[src/design/radio_irq_pkg.sv]
// Constants, field layouts, enumerations and carrier types of the radio event block.
// Assumes a single 20 MHz clock and an APB master with 32-bit data and 8-bit addresses.
package radio_irq_pkg;

   // ----------------------------------------------------------------
   // Timing
   // ----------------------------------------------------------------
   localparam int CLK_PERIOD_NS = 50;
   localparam int XTAL_STAB_MIN_NS = 300000;
   localparam int TCXO_STAB_MIN_NS = 10000;
   localparam int VCO_CAL_NS = 9000000;
   localparam int TX_FROM_IDLE_NS = 143000;
   localparam int TX_FROM_RX_NS = 24000;
   localparam int RX_FROM_IDLE_NS = 118000;
   localparam int RX_FROM_TX_NS = 25000;
   localparam int OFF_FROM_TX_NS = 24000;
   localparam int OFF_FROM_RX_NS = 5000;
   localparam int RF_WAKE_NS = 210000;

   function automatic int cyc_ceil(input int ns);
      return (ns + CLK_PERIOD_NS - 1) / CLK_PERIOD_NS;
   endfunction

   localparam int XTAL_STAB_CYC_DEF = cyc_ceil(XTAL_STAB_MIN_NS);
   localparam int VCO_CAL_CYC_DEF = cyc_ceil(VCO_CAL_NS);
   localparam int RF_WAKE_CYC_DEF = cyc_ceil(RF_WAKE_NS);
   localparam logic [23:0] TCXO_STAB_LD = 24'(cyc_ceil(TCXO_STAB_MIN_NS) - 1);
   localparam logic [23:0] TX_FROM_IDLE_LD = 24'(cyc_ceil(TX_FROM_IDLE_NS) - 1);
   localparam logic [23:0] TX_FROM_RX_LD = 24'(cyc_ceil(TX_FROM_RX_NS) - 1);
   localparam logic [23:0] RX_FROM_IDLE_LD = 24'(cyc_ceil(RX_FROM_IDLE_NS) - 1);
   localparam logic [23:0] RX_FROM_TX_LD = 24'(cyc_ceil(RX_FROM_TX_NS) - 1);
   localparam logic [23:0] OFF_FROM_TX_LD = 24'(cyc_ceil(OFF_FROM_TX_NS) - 1);
   localparam logic [23:0] OFF_FROM_RX_LD = 24'(cyc_ceil(OFF_FROM_RX_NS) - 1);

   // ----------------------------------------------------------------
   // Register map and fields
   // ----------------------------------------------------------------
   localparam logic [7:0] OFS_SRC_A = 8'h00;
   localparam logic [7:0] OFS_SRC_B = 8'h04;
   localparam logic [7:0] OFS_SRC_C = 8'h08;
   localparam logic [7:0] OFS_EN_A = 8'h0c;
   localparam logic [7:0] OFS_EN_B = 8'h10;
   localparam logic [7:0] OFS_EN_C = 8'h14;
   localparam logic [7:0] OFS_CTRL = 8'h18;
   localparam logic [7:0] OFS_CMD = 8'h1c;
   localparam logic [7:0] OFS_WAKE = 8'h20;
   localparam logic [7:0] OFS_CAL = 8'h24;
   localparam int CTRL_TCXO_BIT = 0;
   localparam int CTRL_FMT_LSB = 1;
   localparam int CTRL_EMPTY_LSB = 8;
   localparam int CTRL_FULL_LSB = 16;
   localparam logic [31:0] CTRL_WMASK = 32'h00ff_ff07;
   localparam logic [31:0] CTRL_RST = 32'h0005_0200;
   localparam logic [15:0] WAKE_RST = 16'h0064;
   localparam logic [15:0] CAL_RST = 16'h0064;
   localparam logic [1:0] FMT_A = 2'h0;
   localparam logic [1:0] FMT_B = 2'h1;
   localparam logic [1:0] FMT_C = 2'h2;

   localparam logic [3:0] CMD_TX_ON = 4'h1;
   localparam logic [3:0] CMD_RX_ON = 4'h2;
   localparam logic [3:0] CMD_RADIO_OFF = 4'h3;
   localparam logic [3:0] CMD_FORCED_OFF = 4'h4;
   localparam logic [3:0] CMD_SLEEP = 4'h5;
   localparam logic [3:0] CMD_SLEEP_EXIT = 4'h6;
   localparam logic [3:0] CMD_VCO_CAL = 4'h7;
   localparam logic [3:0] CMD_CLK_CAL = 4'h8;
   localparam logic [3:0] CMD_REF_OSC = 4'h9;

   localparam int EV_CLK_STAB = 0;
   localparam int EV_VCO_CAL = 1;
   localparam int EV_PLL = 2;
   localparam int EV_RF_DONE = 3;
   localparam int EV_EMPTY = 4;
   localparam int EV_FULL = 5;
   localparam int EV_WAKE = 6;
   localparam int EV_CLK_CAL = 7;
   localparam int EV_RX_DONE = 8;
   localparam int EV_CRC = 9;
   localparam logic [23:0] EV_IMPL_MASK = 24'h0003ff;

   // ----------------------------------------------------------------
   // Types
   // ----------------------------------------------------------------
   typedef enum logic [3:0] {
      RF_IDLE = 4'b0001,
      RF_TX = 4'b0010,
      RF_RX = 4'b0100,
      RF_SLEEP = 4'b1000
   } rf_state_type;

   typedef enum logic [2:0] {
      RXP_OFF = 3'b001,
      RXP_LEN = 3'b010,
      RXP_DATA = 3'b100
   } rx_phase_type;

   typedef struct packed {
      logic pll_unlock;
      logic vco_range_bad;
      logic power_amp_on;
      logic rx_enable;
      logic sync_detect;
      logic rx_bit_tick;
      logic rx_bit;
      logic crc_block_done;
      logic crc_ok;
      logic host_fifo_read;
      logic host_fifo_write;
      logic [6:0] fifo_level;
   } radio_in_type;

   typedef struct packed {
      logic [23:0] src;
      logic [23:0] en;
      logic [31:0] ctrl;
      logic [15:0] wake_per;
      logic [15:0] cal_per;
      logic [31:0] prdata;
      logic pslverr;
      logic notify_n;
      rf_state_type rf;
      rf_state_type tgt;
      logic [23:0] trans_cnt;
      logic [23:0] stab_cnt;
      logic [23:0] vco_cnt;
      logic [23:0] wake_cnt;
      logic [23:0] cal_cnt;
      logic [23:0] txw_cnt;
      logic tx_stream;
      logic empty_seen;
      rx_phase_type rxp;
      logic [7:0] rx_len;
      logic [10:0] rx_rem;
      logic [15:0] rx_bits;
      logic full_seen;
      logic pa_q;
      logic rxen_q;
   } irq_state_type;

endpackage

[src/design/radio_irq_event.sv]
// Event latching, timing and notification logic of the radio, with an APB register slave.
// Assumes radio status inputs come from logic on pclk and the APB master runs on pclk.
`timescale 1ns/1ps
module radio_irq_event
   import radio_irq_pkg::*;
#(
   parameter int XTAL_STAB_CYC = XTAL_STAB_CYC_DEF,
   parameter int VCO_CAL_CYC = VCO_CAL_CYC_DEF,
   parameter int RF_WAKE_CYC = RF_WAKE_CYC_DEF
) (
   input wire logic pclk,
   input wire logic presetn,
   input wire logic psel,
   input wire logic penable,
   input wire logic pwrite,
   input wire logic [7:0] paddr,
   input wire logic [31:0] pwdata,
   output logic [31:0] prdata,
   output logic pready,
   output logic pslverr,
   input wire radio_in_type rin,
   output logic irq_notify_n,
   output logic irq,
   output rf_state_type rf_state
);

   // ----------------------------------------------------------------
   // Declarations
   // ----------------------------------------------------------------
   localparam logic [23:0] XTAL_STAB_LD = 24'(XTAL_STAB_CYC - 1);
   localparam logic [23:0] VCO_CAL_LD = 24'(VCO_CAL_CYC - 1);
   localparam logic [23:0] RF_WAKE_LD = 24'(RF_WAKE_CYC - 1);
   localparam irq_state_type ST_RST = '{
      ctrl: CTRL_RST,
      wake_per: WAKE_RST,
      cal_per: CAL_RST,
      notify_n: 1'b1,
      rf: RF_IDLE,
      tgt: RF_IDLE,
      stab_cnt: XTAL_STAB_LD,
      rxp: RXP_OFF,
      default: '0
   };

   irq_state_type s;
   irq_state_type n;
   logic wr_acc;
   logic cmd_wr;
   logic [3:0] cmd_code;
   logic armed;
   logic range_fire;
   logic rx_done;
   logic [23:0] ev;
   logic [23:0] clr_vec;
   logic [23:0] keep_vec;
   logic [23:0] gone_vec;
   logic [23:0] stab_load;
   logic [7:0] empty_lvl;
   logic [7:0] full_lvl;
   logic [1:0] fmt;
   logic [7:0] len_next;

   function automatic logic [23:0] dec(input logic [23:0] c);
      return (c == 24'h0) ? 24'h0 : c - 24'h1;
   endfunction

   function automatic logic fires(input logic [23:0] c);
      return c == 24'h1;
   endfunction

   // ----------------------------------------------------------------
   // Decode
   // ----------------------------------------------------------------
   assign pready = 1'b1;
   assign prdata = s.prdata;
   assign pslverr = s.pslverr;
   assign irq_notify_n = s.notify_n;
   assign irq = ~s.notify_n;
   assign rf_state = s.rf;
   assign wr_acc = psel & penable & pwrite;
   assign cmd_wr = wr_acc & (paddr == OFS_CMD);
   assign cmd_code = pwdata[3:0];
   assign empty_lvl = s.ctrl[CTRL_EMPTY_LSB +: 8];
   assign full_lvl = s.ctrl[CTRL_FULL_LSB +: 8];
   assign fmt = s.ctrl[CTRL_FMT_LSB +: 2];
   assign stab_load = s.ctrl[CTRL_TCXO_BIT] ? TCXO_STAB_LD : XTAL_STAB_LD;
   assign len_next = {s.rx_len[6:0], rin.rx_bit};
   assign armed = ((s.rf == RF_TX) && rin.power_amp_on) ||
                  ((s.rf == RF_RX) && rin.rx_enable);
   assign range_fire = rin.vco_range_bad &&
                       (((s.rf == RF_TX) && rin.power_amp_on && !s.pa_q) ||
                        ((s.rf == RF_RX) && rin.rx_enable && !s.rxen_q));
   assign keep_vec = s.src & ~clr_vec;
   assign gone_vec = clr_vec & ~ev;

   // ----------------------------------------------------------------
   // Next state
   // ----------------------------------------------------------------
   always_comb begin
      n = s;
      ev = 24'h0;
      clr_vec = 24'h0;
      rx_done = 1'b0;
      if (wr_acc) begin
         case (paddr)
            OFS_SRC_A: clr_vec[7:0] = pwdata[7:0];
            OFS_SRC_B: clr_vec[15:8] = pwdata[7:0];
            OFS_SRC_C: clr_vec[23:16] = pwdata[7:0];
            OFS_EN_A: n.en[7:0] = pwdata[7:0] & EV_IMPL_MASK[7:0];
            OFS_EN_B: n.en[15:8] = pwdata[7:0] & EV_IMPL_MASK[15:8];
            OFS_EN_C: n.en[23:16] = pwdata[7:0] & EV_IMPL_MASK[23:16];
            OFS_CTRL: n.ctrl = pwdata & CTRL_WMASK;
            OFS_WAKE: n.wake_per = pwdata[15:0];
            OFS_CAL: n.cal_per = pwdata[15:0];
            default: ;
         endcase
      end
      if (psel && !penable) begin
         n.pslverr = 1'b0;
         case (paddr)
            OFS_SRC_A: n.prdata = {24'h0, s.src[7:0]};
            OFS_SRC_B: n.prdata = {24'h0, s.src[15:8]};
            OFS_SRC_C: n.prdata = {24'h0, s.src[23:16]};
            OFS_EN_A: n.prdata = {24'h0, s.en[7:0]};
            OFS_EN_B: n.prdata = {24'h0, s.en[15:8]};
            OFS_EN_C: n.prdata = {24'h0, s.en[23:16]};
            OFS_CTRL: n.prdata = s.ctrl;
            OFS_CMD: n.prdata = {22'h0, s.rxp, s.trans_cnt != 24'h0,
                                 s.stab_cnt != 24'h0, s.vco_cnt != 24'h0, s.rf};
            OFS_WAKE: n.prdata = {16'h0, s.wake_per};
            OFS_CAL: n.prdata = {16'h0, s.cal_per};
            default: begin
               n.prdata = 32'h0;
               n.pslverr = 1'b1;
            end
         endcase
      end

      // Timers.
      n.trans_cnt = dec(s.trans_cnt);
      if (fires(s.trans_cnt)) begin
         n.rf = s.tgt;
         ev[EV_RF_DONE] = 1'b1;
      end
      n.stab_cnt = dec(s.stab_cnt);
      if (fires(s.stab_cnt)) begin
         ev[EV_CLK_STAB] = 1'b1;
      end
      n.vco_cnt = dec(s.vco_cnt);
      if (fires(s.vco_cnt)) begin
         ev[EV_VCO_CAL] = 1'b1;
      end
      n.wake_cnt = dec(s.wake_cnt);
      if (fires(s.wake_cnt)) begin
         ev[EV_WAKE] = 1'b1;
         n.rf = RF_IDLE;
         n.stab_cnt = stab_load;
      end
      n.cal_cnt = dec(s.cal_cnt);
      if (fires(s.cal_cnt)) begin
         ev[EV_CLK_CAL] = 1'b1;
      end
      n.txw_cnt = dec(s.txw_cnt);
      if (fires(s.txw_cnt)) begin
         n.tx_stream = 1'b1;
      end

      // Commands.
      if (cmd_wr) begin
         case (cmd_code)
            CMD_TX_ON: begin
               if (s.trans_cnt == 24'h0 && (s.rf == RF_IDLE || s.rf == RF_RX)) begin
                  n.tgt = RF_TX;
                  n.trans_cnt = (s.rf == RF_IDLE) ? TX_FROM_IDLE_LD : TX_FROM_RX_LD;
                  n.txw_cnt = RF_WAKE_LD;
                  n.tx_stream = 1'b0;
                  n.empty_seen = 1'b0;
               end
            end
            CMD_RX_ON: begin
               if (s.trans_cnt == 24'h0 && (s.rf == RF_IDLE || s.rf == RF_TX)) begin
                  n.tgt = RF_RX;
                  n.trans_cnt = (s.rf == RF_IDLE) ? RX_FROM_IDLE_LD : RX_FROM_TX_LD;
                  n.txw_cnt = 24'h0;
                  n.tx_stream = 1'b0;
               end
            end
            CMD_RADIO_OFF, CMD_FORCED_OFF: begin
               if ((s.trans_cnt == 24'h0 || cmd_code == CMD_FORCED_OFF) &&
                   (s.rf == RF_TX || s.rf == RF_RX)) begin
                  n.tgt = RF_IDLE;
                  n.trans_cnt = (s.rf == RF_TX) ? OFF_FROM_TX_LD : OFF_FROM_RX_LD;
                  n.txw_cnt = 24'h0;
                  n.tx_stream = 1'b0;
               end
            end
            CMD_SLEEP: begin
               if (s.trans_cnt == 24'h0 && s.rf == RF_IDLE) begin
                  n.rf = RF_SLEEP;
                  n.wake_cnt = {8'h0, s.wake_per};
               end
            end
            CMD_SLEEP_EXIT: begin
               if (s.rf == RF_SLEEP) begin
                  n.rf = RF_IDLE;
                  n.wake_cnt = 24'h0;
                  n.stab_cnt = stab_load;
               end
            end
            CMD_VCO_CAL: n.vco_cnt = VCO_CAL_LD;
            CMD_CLK_CAL: n.cal_cnt = {8'h0, s.cal_per};
            CMD_REF_OSC: begin
               if (s.ctrl[CTRL_TCXO_BIT]) begin
                  n.stab_cnt = TCXO_STAB_LD;
               end
            end
            default: ;
         endcase
      end

      // Synthesizer events.
      if (armed && rin.pll_unlock) begin
         ev[EV_PLL] = 1'b1;
      end
      if (range_fire) begin
         ev[EV_PLL] = 1'b1;
      end
      n.pa_q = rin.power_amp_on;
      n.rxen_q = rin.rx_enable;

      // FIFO level events.
      if (s.tx_stream && s.rf == RF_TX && !s.empty_seen && {1'b0, rin.fifo_level} <= empty_lvl) begin
         ev[EV_EMPTY] = 1'b1;
         n.empty_seen = 1'b1;
      end
      if (rin.host_fifo_read && s.rf == RF_RX && {1'b0, rin.fifo_level} < empty_lvl) begin
         ev[EV_EMPTY] = 1'b1;
      end
      if (rin.host_fifo_write && {1'b0, rin.fifo_level} > full_lvl) begin
         ev[EV_FULL] = 1'b1;
      end

      // Receive framing from the sync word.
      if (s.rf != RF_RX) begin
         n.rxp = RXP_OFF;
      end else if (rin.sync_detect) begin
         n.rxp = RXP_LEN;
         n.rx_bits = 16'h0;
         n.rx_len = 8'h0;
         n.full_seen = 1'b0;
      end else if (rin.rx_bit_tick && s.rxp != RXP_OFF) begin
         n.rx_bits = s.rx_bits + 16'h1;
         if (!s.full_seen && full_lvl != 8'h0 && n.rx_bits == {5'h0, full_lvl, 3'h0}) begin
            ev[EV_FULL] = 1'b1;
            n.full_seen = 1'b1;
         end
         case (s.rxp)
            RXP_LEN: begin
               n.rx_len = len_next;
               if (s.rx_bits[2:0] == 3'h7) begin
                  if (len_next == 8'h0) begin
                     rx_done = 1'b1;
                  end else begin
                     n.rxp = RXP_DATA;
                     n.rx_rem = {len_next, 3'h0};
                  end
               end
            end
            RXP_DATA: begin
               n.rx_rem = s.rx_rem - 11'h1;
               if (s.rx_rem == 11'h1) begin
                  rx_done = 1'b1;
               end
            end
            default: ;
         endcase
      end
      if (rx_done) begin
         n.rxp = RXP_OFF;
         ev[EV_RX_DONE] = 1'b1;
         if (fmt == FMT_C && !rin.crc_ok) begin
            ev[EV_CRC] = 1'b1;
         end
      end
      if (s.rf == RF_RX && s.rxp != RXP_OFF && rin.crc_block_done && !rin.crc_ok &&
          fmt != FMT_C) begin
         ev[EV_CRC] = 1'b1;
      end

      // Pending events and notification.
      n.src = ((s.src & ~clr_vec) | ev) & EV_IMPL_MASK;
      n.notify_n = ~|(n.src & n.en);
   end

   always_ff @(posedge pclk or negedge presetn) begin
      if (!presetn) begin
         s <= ST_RST;
      end else begin
         s <= n;
      end
   end
endmodule

[config.mk]
export PLATFORM = sky130hd
export DESIGN_NAME = radio_irq_event
export DESIGN_NICKNAME = d
export VERILOG_FILES = /design/src/design/radio_irq_pkg.sv /design/src/design/radio_irq_event.sv
export SDC_FILE = /design/constraint.sdc
export NUM_CORES = 1
export LEC_CHECK = 0
export BUFFER_PORTS_ARGS = -buffer_cell sky130_fd_sc_hd__buf_2
export CORE_MARGIN = 4
export CORE_UTILIZATION = 30
export CTS_BUF_LIST = sky130_fd_sc_hd__clkbuf_2 sky130_fd_sc_hd__clkbuf_4 sky130_fd_sc_hd__clkbuf_8
export CTS_CLUSTER_SIZE = 14
export DETAILED_ROUTE_END_ITERATION = 8
export REMOVE_ABC_BUFFERS = 1
export SLEW_MARGIN = 5
export SYNTH_ARGS = -nofsm -noshare
export SYNTH_HDL_FRONTEND = slang
export SYNTH_SLANG_ARGS = --single-unit
[constraint.sdc]
create_clock -name pclk -period 3.5 [get_ports pclk]
set_clock_uncertainty 0.2 [all_clocks]
set_input_delay 0.175 -clock pclk [delete_from_list [all_inputs] [get_ports pclk]]
set_output_delay 0.175 -clock pclk [all_outputs]
set_load 0.01 [all_outputs]
==> results of run 1 <==
==> final timing paths <==
check	startpoint	to	slack, ps
max in group asynchronous	presetn	s[122]	2010
setup / recovery	paddr[5]	irq_notify_n	150
min in group asynchronous	presetn	irq_notify_n	540
setup reg to reg	rf_state[3]	irq_notify_n	370
hold / removal	pwrite	s[321]	130
hold reg to reg	prdata[1]	prdata[1]	270
==> state kept, by name, summed over array words and instances (netlist names), 2 cells and up <==
signal	count
s	235
prdata	24
empty_lvl	8
full_lvl	8
len_next	7
rf_state	4
fmt	2
==> critical path: stages <==
cell and delay (ps):
sky130_fd_sc_hd__dlygate4sd3_1 540, sky130_fd_sc_hd__buf_2 150, sky130_fd_sc_hd__or4_4 580, sky130_fd_sc_hd__or3_1 540, sky130_fd_sc_hd__mux2_4 380, sky130_fd_sc_hd__a22o_1 270, sky130_fd_sc_hd__a221oi_2 160, sky130_fd_sc_hd__dlygate4sd3_1 570
sky130_fd_sc_hd__nand2_1 70, sky130_fd_sc_hd__a2111oi_2 210
==> cell usage after synthesis (39+ instances only) <==
| cell type | count |
|---|---|
| sky130_fd_sc_hd__nor3_1 | 52 |
| sky130_fd_sc_hd__a21oi_1 | 51 |
| sky130_fd_sc_hd__inv_1 | 41 |
| sky130_fd_sc_hd__clkbuf_1 | 45 |
| sky130_fd_sc_hd__xnor2_1 | 90 |
| sky130_fd_sc_hd__nand2_1 | 161 |
| sky130_fd_sc_hd__dfrtp_1 | 267 |
| sky130_fd_sc_hd__o21ai_0 | 125 |
| sky130_fd_sc_hd__nor4_1 | 40 |
| sky130_fd_sc_hd__mux2_2 | 60 |
| sky130_fd_sc_hd__xor2_1 | 46 |
| sky130_fd_sc_hd__nor2_1 | 173 |
| sky130_fd_sc_hd__buf_4 | 39 |
==> metrics by stage <==
stage	std cells	util (%)
global route	2463	35.85
global placement	2311	32.40
CTS	2463	35.85
finish	2463	35.85
detailed placement	2311	32.40
floorplan	1510	-
==> metal layers <==
| metal | global-route usage, % | share of wire [%] | wire (um) | vias to the layer above |
|---|---|---|---|---|
| li1 | - | - | - | 5957 |
| met1 | 20.87 | 47 | 19500 | 6128 |
| met2 | 22.28 | 44 | 18080 | 329 |
| met3 | 3.397 | 7.0 | 2884 | 48 |
| met4 | 3.969 | 1.6 | 677 | 2 |
| met5 | 0 | 0.032 | 13 | - |
==> cell usage in the layout, fill, tap and decap left out, types with 10 or more instances in the layout <==
| cell type | synthesis | routed |
|---|---|---|
| sky130_fd_sc_hd__a21o_1 | 13 | 13 |
| sky130_fd_sc_hd__a21oi_1 | 51 | 51 |
| sky130_fd_sc_hd__a22o_1 | 14 | 14 |
| sky130_fd_sc_hd__a22oi_1 | 20 | 20 |
| sky130_fd_sc_hd__and2_1 | 11 | 11 |
| sky130_fd_sc_hd__and3_1 | 10 | 10 |
| sky130_fd_sc_hd__buf_2 | 8 | 84 |
| sky130_fd_sc_hd__buf_4 | 39 | 34 |
| sky130_fd_sc_hd__clkbuf_4 | 0 | 15 |
| sky130_fd_sc_hd__clkbuf_8 | 0 | 72 |
| sky130_fd_sc_hd__dfrtp_1 | 267 | 267 |
| sky130_fd_sc_hd__dfstp_2 | 23 | 23 |
| sky130_fd_sc_hd__dlygate4sd3_1 | 0 | 57 |
| sky130_fd_sc_hd__ha_1 | 32 | 32 |
| sky130_fd_sc_hd__inv_1 | 41 | 41 |
| sky130_fd_sc_hd__mux2_2 | 60 | 60 |
| sky130_fd_sc_hd__nand2_1 | 161 | 161 |
| sky130_fd_sc_hd__nand2b_1 | 16 | 15 |
| sky130_fd_sc_hd__nand3_1 | 32 | 32 |
| sky130_fd_sc_hd__nand4_1 | 15 | 15 |
| sky130_fd_sc_hd__nor2_1 | 173 | 173 |
| sky130_fd_sc_hd__nor3_1 | 52 | 51 |
| sky130_fd_sc_hd__nor4_1 | 40 | 40 |
| sky130_fd_sc_hd__o21ai_0 | 125 | 125 |
| sky130_fd_sc_hd__o22ai_1 | 11 | 11 |
| sky130_fd_sc_hd__o31ai_1 | 11 | 11 |
| sky130_fd_sc_hd__or3_1 | 19 | 19 |
| sky130_fd_sc_hd__or4_1 | 20 | 20 |
| sky130_fd_sc_hd__xnor2_1 | 90 | 90 |
| sky130_fd_sc_hd__xor2_1 | 46 | 46 |
==> layout make-up <==
cell class	count	area, sq um
clock inverters	7	66.31
repair buffers	179	1329
clock buffers	87	1104
fillers	5191	32910
multi-input cells	1179	7602
flip-flops and latches	290	7286
well taps	680	850.8
inverters	41	153.9
==> power groups by stage <==
stage	clock network [mW]	registers (mW)	logic [mW]
floorplan	0	4.09	0.973
global placement	0	4.16	1.31
detailed placement	0	4.18	1.34
CTS	3.60	4.13	1.41
global route	3.75	4.19	1.59
finish	3.50	4.14	1.40
==> logic make-up (layout without fill, tap and decap cells) <==
| logic type | Yosys count | in the layout |
|---|---|---|
| simple gates | 623 | 623 |
| compound gates | 312 | 312 |
| flops | 290 | 290 |
| buf+inv | 137 | 314 |
| xor+xnor | 136 | 136 |
| mux | 67 | 67 |
| fa+ha+maj | 32 | 32 |
| other cells | 2 | 9 |
==> reports/metrics.sh, run 1 <==
STATUS='complete, no violations'
GRT_FIRST_PASS_WIRELENGTH_UM=67720
TIMING.FINAL.CRIT_PERIOD_PS=3345
TOTALNEGATIVESETUPSLACK_PS=0
YS_FF_LATCH=290
INITIAL_UTILIZATION_PCT=30.31
AREAGROWTHSYNTHTOFINISH_PCT=18.29
SYNTH_COMPOUND_GATE_AREA_SHARE_PCT=12.72
SYN_INST=1599
FMAXACHIEVABLE_MHz=298.9
IR_DROP_mV=0.2578
HOLDBUFCOUNTCTS=58
DETAIL_ROUTE.WIRELENGTH_UM=41160
CORE-AREA_SQ_MM=0.05130
WORSTMARGINPINSLEW_PS=1099
IO-PIN-COUNT=103
COUNT_OF_CELLS_ALONG_THE_WORST_HOLD_PATH=7
ANTENNA_VIOLATIONS_BEFORE_REPAIR=1
VIASPERCELL=5.060
DR.PASS1.ITERS=5
TIMING.MAX_CAP.VIOLATIONS=0
PLACE_HPWL_UM=29220
TIMING.CRITICAL_PATH.FROM_TYPE='primary input'
PLACED_AREA_SQ_MM=0.01662
CLKTRANSATPATHREGS_PS=60
TIMING.FINAL.SETUP_VIOLATIONS=0
ROW_COUNT=83
GPL.FINAL_WEIGHTED_CONGESTION=0.8762
YOSYS.AREA_SHARE.SIMPLE_PCT=20.85
DETAILEDROUTE.FIRSTITERATIONVIOLATIONS=1111
SW_FRAC_OF_TOTAL_PCT=28.94
DESIGN_POWER_TOTAL_mW=9.030
TRITONCTS='yes'
INTERNAL_POWER_COMPONENT_mW=6.417
CLOCK_LATENCY_PS=610
TIMING.FINAL.MAX_SLEW_VIOLATIONS=0
LEAK_PWR_nW=8.117
SYNTH.MUX.AREA_FRACTION_PCT=4.829
DESIGN.DIE.AREA_SQ_MM=0.05553
INSERTEDDIODECOUNT=0
PWR-SHARE-CLK_PCT=38.7
COMBINATIONAL_FAMILY_WITH_THE_MOST_AREA_AFTER_SYNTHESIS='simple AND/OR/NAND/NOR gates'
TIMING.CRITICAL_PATH.TO_TYPE='flip-flop'
SYNTH_LARGEST_AREA_CELL='sky130_fd_sc_hd__dfrtp_1'
NUMCLOCKSINKS=290
SYNTH-ADDER-AREA-SHARE_PCT=2.575
GRT_START_MAX_NET_PINS=68
POST_SYNTH_INSTANCE_AREA_SQ_MM=0.01555
GRT_PASS1_VIAS=12590
R2R_CELLS=9
PRE_CTS_WS_PS=525.9
AVGSYNTHCELLAREA_SQ_UM=9.723
FIN_WS_PS=154.8
ANT_NETS=0
GLOBAL_ROUTE.USAGE.TOTAL_PCT=14.60
DIEWIDTH_UM=235.7
WORST_HOLD_SLACK_PS=134.8
POSTCTSSETUPREPAIRBUFS=0
SYNTH_ASYNC_SR_FLOP_SHARE_PCT=100.0
TIMING.SLEW.HEADROOM_PCT=26.57
YOSYSSEQAREASHARE_PCT=46.86
PLACEMENT.IO_BUFFERS=85
UNREPAIRED_SETUP_ENDPOINTS_AFTER_GLOBAL_ROUTING='false'
ENDPOINTS_FAILING_HOLD=0
DIE_HEIGHT_UM=235.7
CLOCKBUFFERDEPTH=3
FINAL_NETS=1837
CRITICAL_PATH_ARRIVAL_PS=3650
POST_CTS_RESIZE_COUNT=0
SYNTH-EDFF-COUNT=0
PATH_MAX_FANOUT=8
CRITICALPATHCATEGORY='in2reg'
SYNTHFLOPTYPE='sky130_fd_sc_hd__dfrtp_1'
CLK_ROOT_BUFFER_CELL='sky130_fd_sc_hd__clkbuf_8'
TOTAL_POWER_DENSITY_PER_CELL_AREA_mW_PER_MM2=491.0
YS_TOP_CELLS_BY_AREA='sky130_fd_sc_hd__dfrtp_1 43%, sky130_fd_sc_hd__xnor2_1 5.1%, sky130_fd_sc_hd__mux2_2 4.3%, sky130_fd_sc_hd__nor2_1 4.2%, sky130_fd_sc_hd__o21ai_0 4.0%'
YOSYS.AREA.TOP_TYPE_SHARE_PCT=42.97
CP.REQUIRED_PS=3800
DRIVE_ABOVE_1_SHARE_PCT=19.07
FINAL_MIN_PERIOD_OVER_CLOCK_PERIOD_PCT=95.58
DRC=0
FINISH.INSTANCE_AREA_SQ_MM=0.01839
WORST_HOLD_PATH_TYPE='in2reg'
CTS-HTREE-LEVELS=2
GLOBAL_ROUTE.OVERFLOW_TOTAL=0
WIRE_PER_INST_UM=16.71
SYNTH-XOR-AREA-SHARE_PCT=7.661
POWER.NET_SWITCHING_mW=2.613
SYNTHESIS.YOSYS.WARNINGS=0
ROUTED-VIA-COUNT=12460
P_COMB_SHARE_PCT=15.5
SYNTH_CELL_TYPE_COUNT=82
SEQ_POWER_SHARE_PCT=45.8
CTS_MADE_BUFFERS=51
No activity file was read; power rests on OpenSTA's default activity.
==> run 2, diff against run 1 <==
--- a/config.mk
+++ b/config.mk
@@ -6,12 +6,13 @@
 export NUM_CORES = 1
 export LEC_CHECK = 0
 export BUFFER_PORTS_ARGS = -buffer_cell sky130_fd_sc_hd__buf_2
-export CORE_MARGIN = 4
+export CORE_ASPECT_RATIO = 2
 export CORE_UTILIZATION = 30
 export CTS_BUF_LIST = sky130_fd_sc_hd__clkbuf_2 sky130_fd_sc_hd__clkbuf_4 sky130_fd_sc_hd__clkbuf_8
 export CTS_CLUSTER_SIZE = 14
 export DETAILED_ROUTE_END_ITERATION = 8
 export REMOVE_ABC_BUFFERS = 1
+export SKIP_LAST_GASP = 1
 export SLEW_MARGIN = 5
 export SYNTH_ARGS = -nofsm -noshare
 export SYNTH_HDL_FRONTEND = slang
==> run 2 against run 1 <==
Sequential share of layout area rose by 0.68 points. Register-to-register slack hardly changed. Critical endpoint unchanged. Wire length up 6.7%. Power decreased by 5.8%. Clock-buffer cell count decreased by 16. Fmax is essentially flat. Sequential cell count is the same. Critical path type unchanged. Worst hold slack worse by 100 ps. Global-route usage rose by 2.3 points. Utilization down 0.46 points. Largest power group unchanged. Non-clock buffer count is 1 higher. Cell area decreased by 1.7%.
==> reports/metrics.sh, run 2 (synthesized netlist as in run 1, its figures left out) <==
PWR-SHARE-CLK_PCT=34.3  # -4.4 points
FINAL_NETS=1831  # -0.33%
CLOCKBUFFERDEPTH=3  # unchanged
ENDPOINTS_FAILING_HOLD=0  # unchanged
FINAL_CELL_MIX='267 x sky130_fd_sc_hd__dfrtp_1, 173 x sky130_fd_sc_hd__nor2_1, 161 x sky130_fd_sc_hd__nand2_1'
PLACE_HPWL_UM=32620  # +12%
FIN_WS_PS=158.0  # +3.132 ps
R2R_START='s[25]'
ROUTED-VIA-COUNT=12390  # -0.60%
TIMING.RR.END='s[326]'
WORST_HOLD_SLACK_PS=29.98  # -104.9 ps
FILLCELLCOUNT=5091  # -1.9%
CRIT_PATH_START='paddr[0]'
TIMING.MAX_CAP.VIOLATIONS=0  # unchanged
NUMCLOCKSINKS=290  # unchanged
R2R_CELLS=5  # -4
LEAK_PWR_nW=7.981  # -1.7%
TIMING.FINAL.SETUP_VIOLATIONS=0  # unchanged
DESIGN.DIE.AREA_SQ_MM=0.05279  # -4.9%
ANTENNA_VIOLATIONS_BEFORE_REPAIR=5  # +4
WORST_HOLD_PATH_TYPE='in2reg'
WORSTMARGINPINSLEW_PS=915.7  # -183.1 ps
PATH_MAX_FANOUT=5  # -3
DETAIL_ROUTE.WIRELENGTH_UM=43900  # +6.7%
DRC=0  # unchanged
PLACED_AREA_SQ_MM=0.01664  # +0.11%
IR_DROP_mV=0.1868  # -28%
GLOBAL_ROUTE.OVERFLOW_TOTAL=0  # unchanged
INITIAL_UTILIZATION_PCT=30.43  # +0.13 points
GLOBAL_ROUTE.USAGE.TOTAL_PCT=16.88  # +2.3 points
ANT_NETS=0  # unchanged
CRITICAL_PATH_ARRIVAL_PS=3620  # -30 ps
POWER.NET_SWITCHING_mW=2.589  # -0.95%
TRITONCTS='yes'
SEQUENTIAL_CELL_AREA_SQ_MM=0.007286  # unchanged
P_COMB_SHARE_PCT=16.9  # +1.4 points
SEQ_POWER_SHARE_PCT=48.7  # +2.9 points
FMAXACHIEVABLE_MHz=299.2  # about the same
DR.PASS1.ITERS=8  # +3
GRT_FIRST_PASS_WIRELENGTH_UM=69190  # +2.2%
CORE-AREA_SQ_MM=0.05109  # -0.41%
DETAILEDROUTE.FIRSTITERATIONVIOLATIONS=662  # -40%
REGISTERS.TOP_BY_FF_COUNT='s'
PRE_CTS_WS_PS=524.0  # -1.927 ps
LARGEST_REGISTER_FFS=235  # unchanged
ROW_COUNT=117  # +41%
AREAGROWTHSYNTHTOFINISH_PCT=16.30
WIRE_PER_INST_UM=18.13  # +8.5%
CLK_ROOT_BUFFER_CELL='sky130_fd_sc_hd__clkbuf_8'
FINALCOREUTILIZATION_PCT=35.39  # -0.46 points
VIASPERCELL=5.115  # +1.1%
CLKTRANSATPATHREGS_PS=70  # about the same
SW_FRAC_OF_TOTAL_PCT=30.44  # +1.5 points
DIE_HEIGHT_UM=323.9  # +37%
TOTALNEGATIVESETUPSLACK_PS=0  # unchanged
CLOCK_LATENCY_PS=610  # about the same
MULTI_INPUT_COMBINATIONAL_CELL_AREA_SQ_MM=0.007602  # unchanged
FINISH.INSTANCE_AREA_SQ_MM=0.01808  # -1.7%
REGTOREGSETUPSLACK_PS=370  # about the same
PLACEMENT.IO_BUFFERS=85  # unchanged
TIMING.SLEW.HEADROOM_PCT=38.81  # +12 points
GPL.FINAL_WEIGHTED_CONGESTION=0.8697  # -0.74%
IO-PIN-COUNT=103  # unchanged
DIEWIDTH_UM=163.0  # -31%
FINAL_MIN_PERIOD_OVER_CLOCK_PERIOD_PCT=95.49  # about the same
ENDPOINT='irq_notify_n'
TIMING.CRITICAL_PATH.TO_TYPE='flip-flop'
GRT_START_MAX_NET_PINS=80  # +18%
CTS_MADE_BUFFERS=44  # -14%
TIMING.FINAL.MAX_SLEW_VIOLATIONS=0  # unchanged
TIMING.CRITICAL_PATH.FROM_TYPE='primary input'
LAYOUT_COMMONEST_CELL='sky130_fd_sc_hd__dfrtp_1'
TOTAL_POWER_DENSITY_PER_CELL_AREA_mW_PER_MM2=470.3  # -4.2%
TIMING.FINAL.CRIT_PERIOD_PS=3342  # -3.132 ps
CP.REQUIRED_PS=3780  # -20 ps
DRIVE_ABOVE_1_SHARE_PCT=18.46  # -0.61 points
GRT_PASS1_VIAS=12940  # +2.8%
STATUS='complete, no violations'
CRITICALPATHCATEGORY='in2reg'
UNREPAIRED_SETUP_ENDPOINTS_AFTER_GLOBAL_ROUTING='false'
CTS-HTREE-LEVELS=2  # unchanged
INTERNAL_POWER_COMPONENT_mW=5.916  # -7.8%
run 2: critical path: stages:
cell and delay [ps]:
sky130_fd_sc_hd__dlygate4sd3_1 570, sky130_fd_sc_hd__buf_2 170, sky130_fd_sc_hd__nor4_1 610, sky130_fd_sc_hd__dlygate4sd3_1 650, sky130_fd_sc_hd__nand4_1 90, sky130_fd_sc_hd__dlygate4sd3_1 570, sky130_fd_sc_hd__nand2_1 70, sky130_fd_sc_hd__nand2_1 80
sky130_fd_sc_hd__a221oi_2 260, sky130_fd_sc_hd__nand2_1 110, sky130_fd_sc_hd__a2111oi_2 270
run 2: per-layer routing:
layer / vias to the layer above / part of all wire (%) / GRT usage (%)
li1: 5911 / - / -
met5: - / 0.082 / 0
met3: 117 / 4.3 / 2.723
met1: 6048 / 36 / 16.78
met2: 307 / 54 / 32.26
met4: 6 / 5.2 / 10.03
run 2: worst min path at each step:
stage	startpoint	endpoint	slack [ps]	cells past startpoint
after floorplan	presetn	empty_lvl[0]	-320	0
after global routing	paddr[4]	s[325]	50	6
final	paddr[4]	s[325]	30	6
after global placement	presetn	s[153]	50	1
after detailed placement	presetn	s[153]	50	1
after CTS	paddr[4]	s[325]	5	6
run 2: final cells by class:
class	count	share of cell area (%)
diodes	2	0.02768
clock buffers	71	4.781
clock inverters	5	0.1730
inverters	41	0.8511
multi-input cells	1179	42.04
flip-flops and latches	290	40.29
well taps	654	4.525
repair buffers	180	7.307
run 2: what timing repair did:
item,in CTS,in global routing
endpoints found under the hold margin,332,0
hold buffers,54,0
buffers inserted,0,0
gates resized for setup,0,0
run 2: metrics by stage:
step	cells	power (mW)
final	2422	8.505
after global routing	2422	8.937
after CTS	2420	8.589
after detailed placement	2290	5.583
after global placement	2290	5.517
after floorplan	1510	5.067
run 2: power by group through the flow:
stage               Combinational [mW]  Clock [mW]  Sequential (mW)
detailed placement                1.39           0             4.20
CTS                               1.45        3.00             4.14
global placement                  1.35           0             4.16
finish                            1.44        2.92             4.14
floorplan                        0.973           0             4.09
global route                      1.62        3.13             4.19
==> run 3, diff against run 2 <==
--- a/config.mk
+++ b/config.mk
@@ -6,11 +6,13 @@
 export NUM_CORES = 1
 export LEC_CHECK = 0
 export BUFFER_PORTS_ARGS = -buffer_cell sky130_fd_sc_hd__buf_2
-export CORE_ASPECT_RATIO = 2
+export CORE_ASPECT_RATIO = 0.8
 export CORE_UTILIZATION = 30
 export CTS_BUF_LIST = sky130_fd_sc_hd__clkbuf_2 sky130_fd_sc_hd__clkbuf_4 sky130_fd_sc_hd__clkbuf_8
 export CTS_CLUSTER_SIZE = 14
 export DETAILED_ROUTE_END_ITERATION = 8
+export PLACE_DENSITY = 0.43
+export RECOVER_POWER = 100
 export REMOVE_ABC_BUFFERS = 1
 export SKIP_LAST_GASP = 1
 export SLEW_MARGIN = 5
==> run 3 against run 2 <==
The flow now finishes with violations (capacitance limit, slew limit). Sequential share of layout area fell by 0.40 points. First-iteration DRC count is 38% higher. Sequential cell count unchanged. Wire length increased by 4.1%. Clock power grew 21%. Fmax decreased by 0.95%. Final cell count up 2.2%. Clock-buffer cell count grew 16. Register-to-register slack got worse by 180 ps. Global-route usage rose by 0.91 points. Critical path depth shrank 3. Cell area increased by 1.0%. Critical path type unchanged. Highest routed layer unchanged.
==> reports/metrics.sh, run 3 (synthesized netlist as in run 1, its figures left out) <==
STATUS='finished, violations left'
VIOLATIONS='capacitance limit, slew limit'
LARGEST_REGISTER_FFS=235  # unchanged
CRITICAL_PATH_ARRIVAL_PS=3760  # +140 ps
CLKTRANSATPATHREGS_PS=60  # about the same
GLOBAL_ROUTE.USAGE.TOTAL_PCT=17.79  # +0.91 points
WORSTMARGINPINSLEW_PS=2588  # +1672 ps
FINISH.INSTANCE_AREA_SQ_MM=0.01827  # +1.0%
CLOCK_LATENCY_PS=640  # +30 ps
CTS_MADE_BUFFERS=51  # +16%
FINAL_CELL_MIX='267 x sky130_fd_sc_hd__dfrtp_1, 173 x sky130_fd_sc_hd__nor2_1, 161 x sky130_fd_sc_hd__nand2_1'
GPL.FINAL_WEIGHTED_CONGESTION=0.8496  # -2.3%
LAYOUT_COMMONEST_CELL='sky130_fd_sc_hd__dfrtp_1'
TIMING.FINAL.CRIT_PERIOD_PS=3374  # +32.03 ps
CTS-HTREE-LEVELS=2  # unchanged
GRT_START_MAX_NET_PINS=106  # +33%
DETAIL_ROUTE.WIRELENGTH_UM=45700  # +4.1%
ANT_NETS=0  # unchanged
WIRE_PER_INST_UM=18.47  # +1.9%
TOTALNEGATIVESETUPSLACK_PS=0  # unchanged
DRC=0  # unchanged
TIMING.CRITICAL_PATH.TO_TYPE='flip-flop'
PLACED_AREA_SQ_MM=0.01670  # +0.38%
VIASPERCELL=4.987  # -2.5%
ANTENNA_VIOLATIONS_BEFORE_REPAIR=3  # -2
REGTOREGSETUPSLACK_PS=190  # -180 ps
GRT_PASS1_VIAS=12430  # -3.9%
ENDPOINTS_FAILING_HOLD=0  # unchanged
FINAL_NETS=1842  # +0.60%
CORE-AREA_SQ_MM=0.05111  # about the same
GLOBAL_ROUTE.OVERFLOW_TOTAL=0  # unchanged
TIMING.MAX_CAP.VIOLATIONS=3  # +3
IR_DROP_mV=0.2597  # +39%
LEAK_PWR_nW=7.951  # -0.37%
ROUTED-VIA-COUNT=12340  # -0.36%
PLACEMENT.IO_BUFFERS=85  # unchanged
IO-PIN-COUNT=103  # unchanged
AREAGROWTHSYNTHTOFINISH_PCT=17.48
REGISTERS.TOP_BY_FF_COUNT='s'
UNREPAIRED_SETUP_ENDPOINTS_AFTER_GLOBAL_ROUTING='false'
DIEWIDTH_UM=256.5  # +57%
CRITICALPATHCATEGORY='in2reg'
DETAILEDROUTE.FIRSTITERATIONVIOLATIONS=916  # +38%
CLOCKBUFFERDEPTH=3  # unchanged
WORST_HOLD_PATH_TYPE='in2reg'
CP.REQUIRED_PS=3880  # +100 ps
NUMCLOCKSINKS=290  # unchanged
TIMING.CRITICAL_PATH.SLOWEST_CELL_DELAY_PS=1120  # +470 ps
TIMING.FINAL.MAX_SLEW_VIOLATIONS=141  # +141
TIMING.FINAL.SETUP_VIOLATIONS=0  # unchanged
PATH_MAX_FANOUT=19  # +14
SLOWEST_STAGE_CELL_CRIT_PATH='sky130_fd_sc_hd__clkbuf_1'
FINAL_MIN_PERIOD_OVER_CLOCK_PERIOD_PCT=96.40  # +0.92 points
INITIAL_UTILIZATION_PCT=30.42  # about the same
ROW_COUNT=74  # -37%
WORST_PATH_DOMINANT_CELL_FAMILY='buffers and inverters'
DRIVE_ABOVE_1_SHARE_PCT=16.43  # -2.0 points
FMAXACHIEVABLE_MHz=296.4  # -0.95%
TIMING.CRITICAL_PATH.FROM_TYPE='primary input'
CLK_ROOT_BUFFER_CELL='sky130_fd_sc_hd__clkbuf_8'
CRITPATHBUFINV=3  # -1
DR.PASS1.ITERS=8  # unchanged
TOTAL_POWER_DENSITY_PER_CELL_AREA_mW_PER_MM2=497.4  # +5.7%
DIE_HEIGHT_UM=205.6  # -37%
GRT_FIRST_PASS_WIRELENGTH_UM=72930  # +5.4%
DESIGN.DIE.AREA_SQ_MM=0.05274  # about the same
CELL_BY_CELL_LISTING_OF_THE_CRITICAL_PATH='dlygate4sd3_1, clkbuf_1, or4b_1, nor3_1, clkbuf_1, a22oi_1, a41oi_1, a21o_1'
PLACE_HPWL_UM=32300  # -0.99%
CPMOSTUSEDCELL='sky130_fd_sc_hd__clkbuf_1'
TIMING.SLEW.HEADROOM_PCT=-72.50  # -110 points
TRITONCTS='yes'
==> run 3: cell types whose count changed in the layout (fill, tap and decap cells not counted), sizes merged <==
| cell | change |
|---|---|
| buf | -40 |
| bufinv | +1 |
| clkbuf | +61 |
| clkinv | +2 |
| dlygate4sd3 | -1 |
==> run 3: cell type report <==
class,instances,area (sq um)
clock buffers,87,1085
well taps,684,855.8
inverters,41,153.9
diodes,2,5.005
clock inverters,8,71.32
multi-input cells,1179,7569
repair buffers,184,1240
flip-flops and latches,290,7286
fillers,5271,32840
==> run 3: stage by stage <==
step	power (mW)	hold WS [ps]	setup slack (ps)	instances	util, %
after global placement	5.548	102.8	514.8	2325	32.68
after global routing	9.643	60.02	39.31	2474	35.73
final	9.084	65.36	125.9	2475	35.74
after floorplan	5.067	-320.6	184.4	1510	-
after CTS	9.267	1.460	298.1	2473	35.98
after detailed placement	5.574	105.8	477.3	2325	32.68
==> run 3: worst paths after layout <==
path,from,endpoint,depth (start not counted)
hold / removal,paddr[7],pslverr,4
max in group asynchronous,presetn,s[148],3
setup / recovery,paddr[5],prdata[0],8
min in group asynchronous,presetn,empty_lvl[5],2
setup reg to reg,rf_state[0],s[326],5
hold reg to reg,prdata[9],prdata[9],2
==> run 3: repair_timing <==
item | 4_1_cts | 5_1_grt
resized for setup | 0 | 0
hold buffers | 53 | 0
buffers inserted | 0 | 0
endpoints found under the hold margin | 216 | 0
==> run 3: power breakdown <==
group,internal (mW),switching [mW]
clock network,2.02,1.52
logic,0.618,0.809
registers,3.74,0.380
==> run 3: worst reg2reg max path: stages, from the launching register on <==
cell and delay, ps:
sky130_fd_sc_hd__dfstp_1 530, sky130_fd_sc_hd__or4b_1 770, sky130_fd_sc_hd__nor2_1 260, sky130_fd_sc_hd__nand2_1 130, sky130_fd_sc_hd__o41ai_1 720, sky130_fd_sc_hd__dlygate4sd3_1 650
==> run 3: per-layer routing <==
layer  vias to the layer above  GRT usage [%]  wire length [um]
met3                        66          3.868              2661
li1                       5962              -                 -
met5                         -              0                13
met4                         2          5.506               974
met1                      6030          25.78             22760
met2                       284          26.21             19300
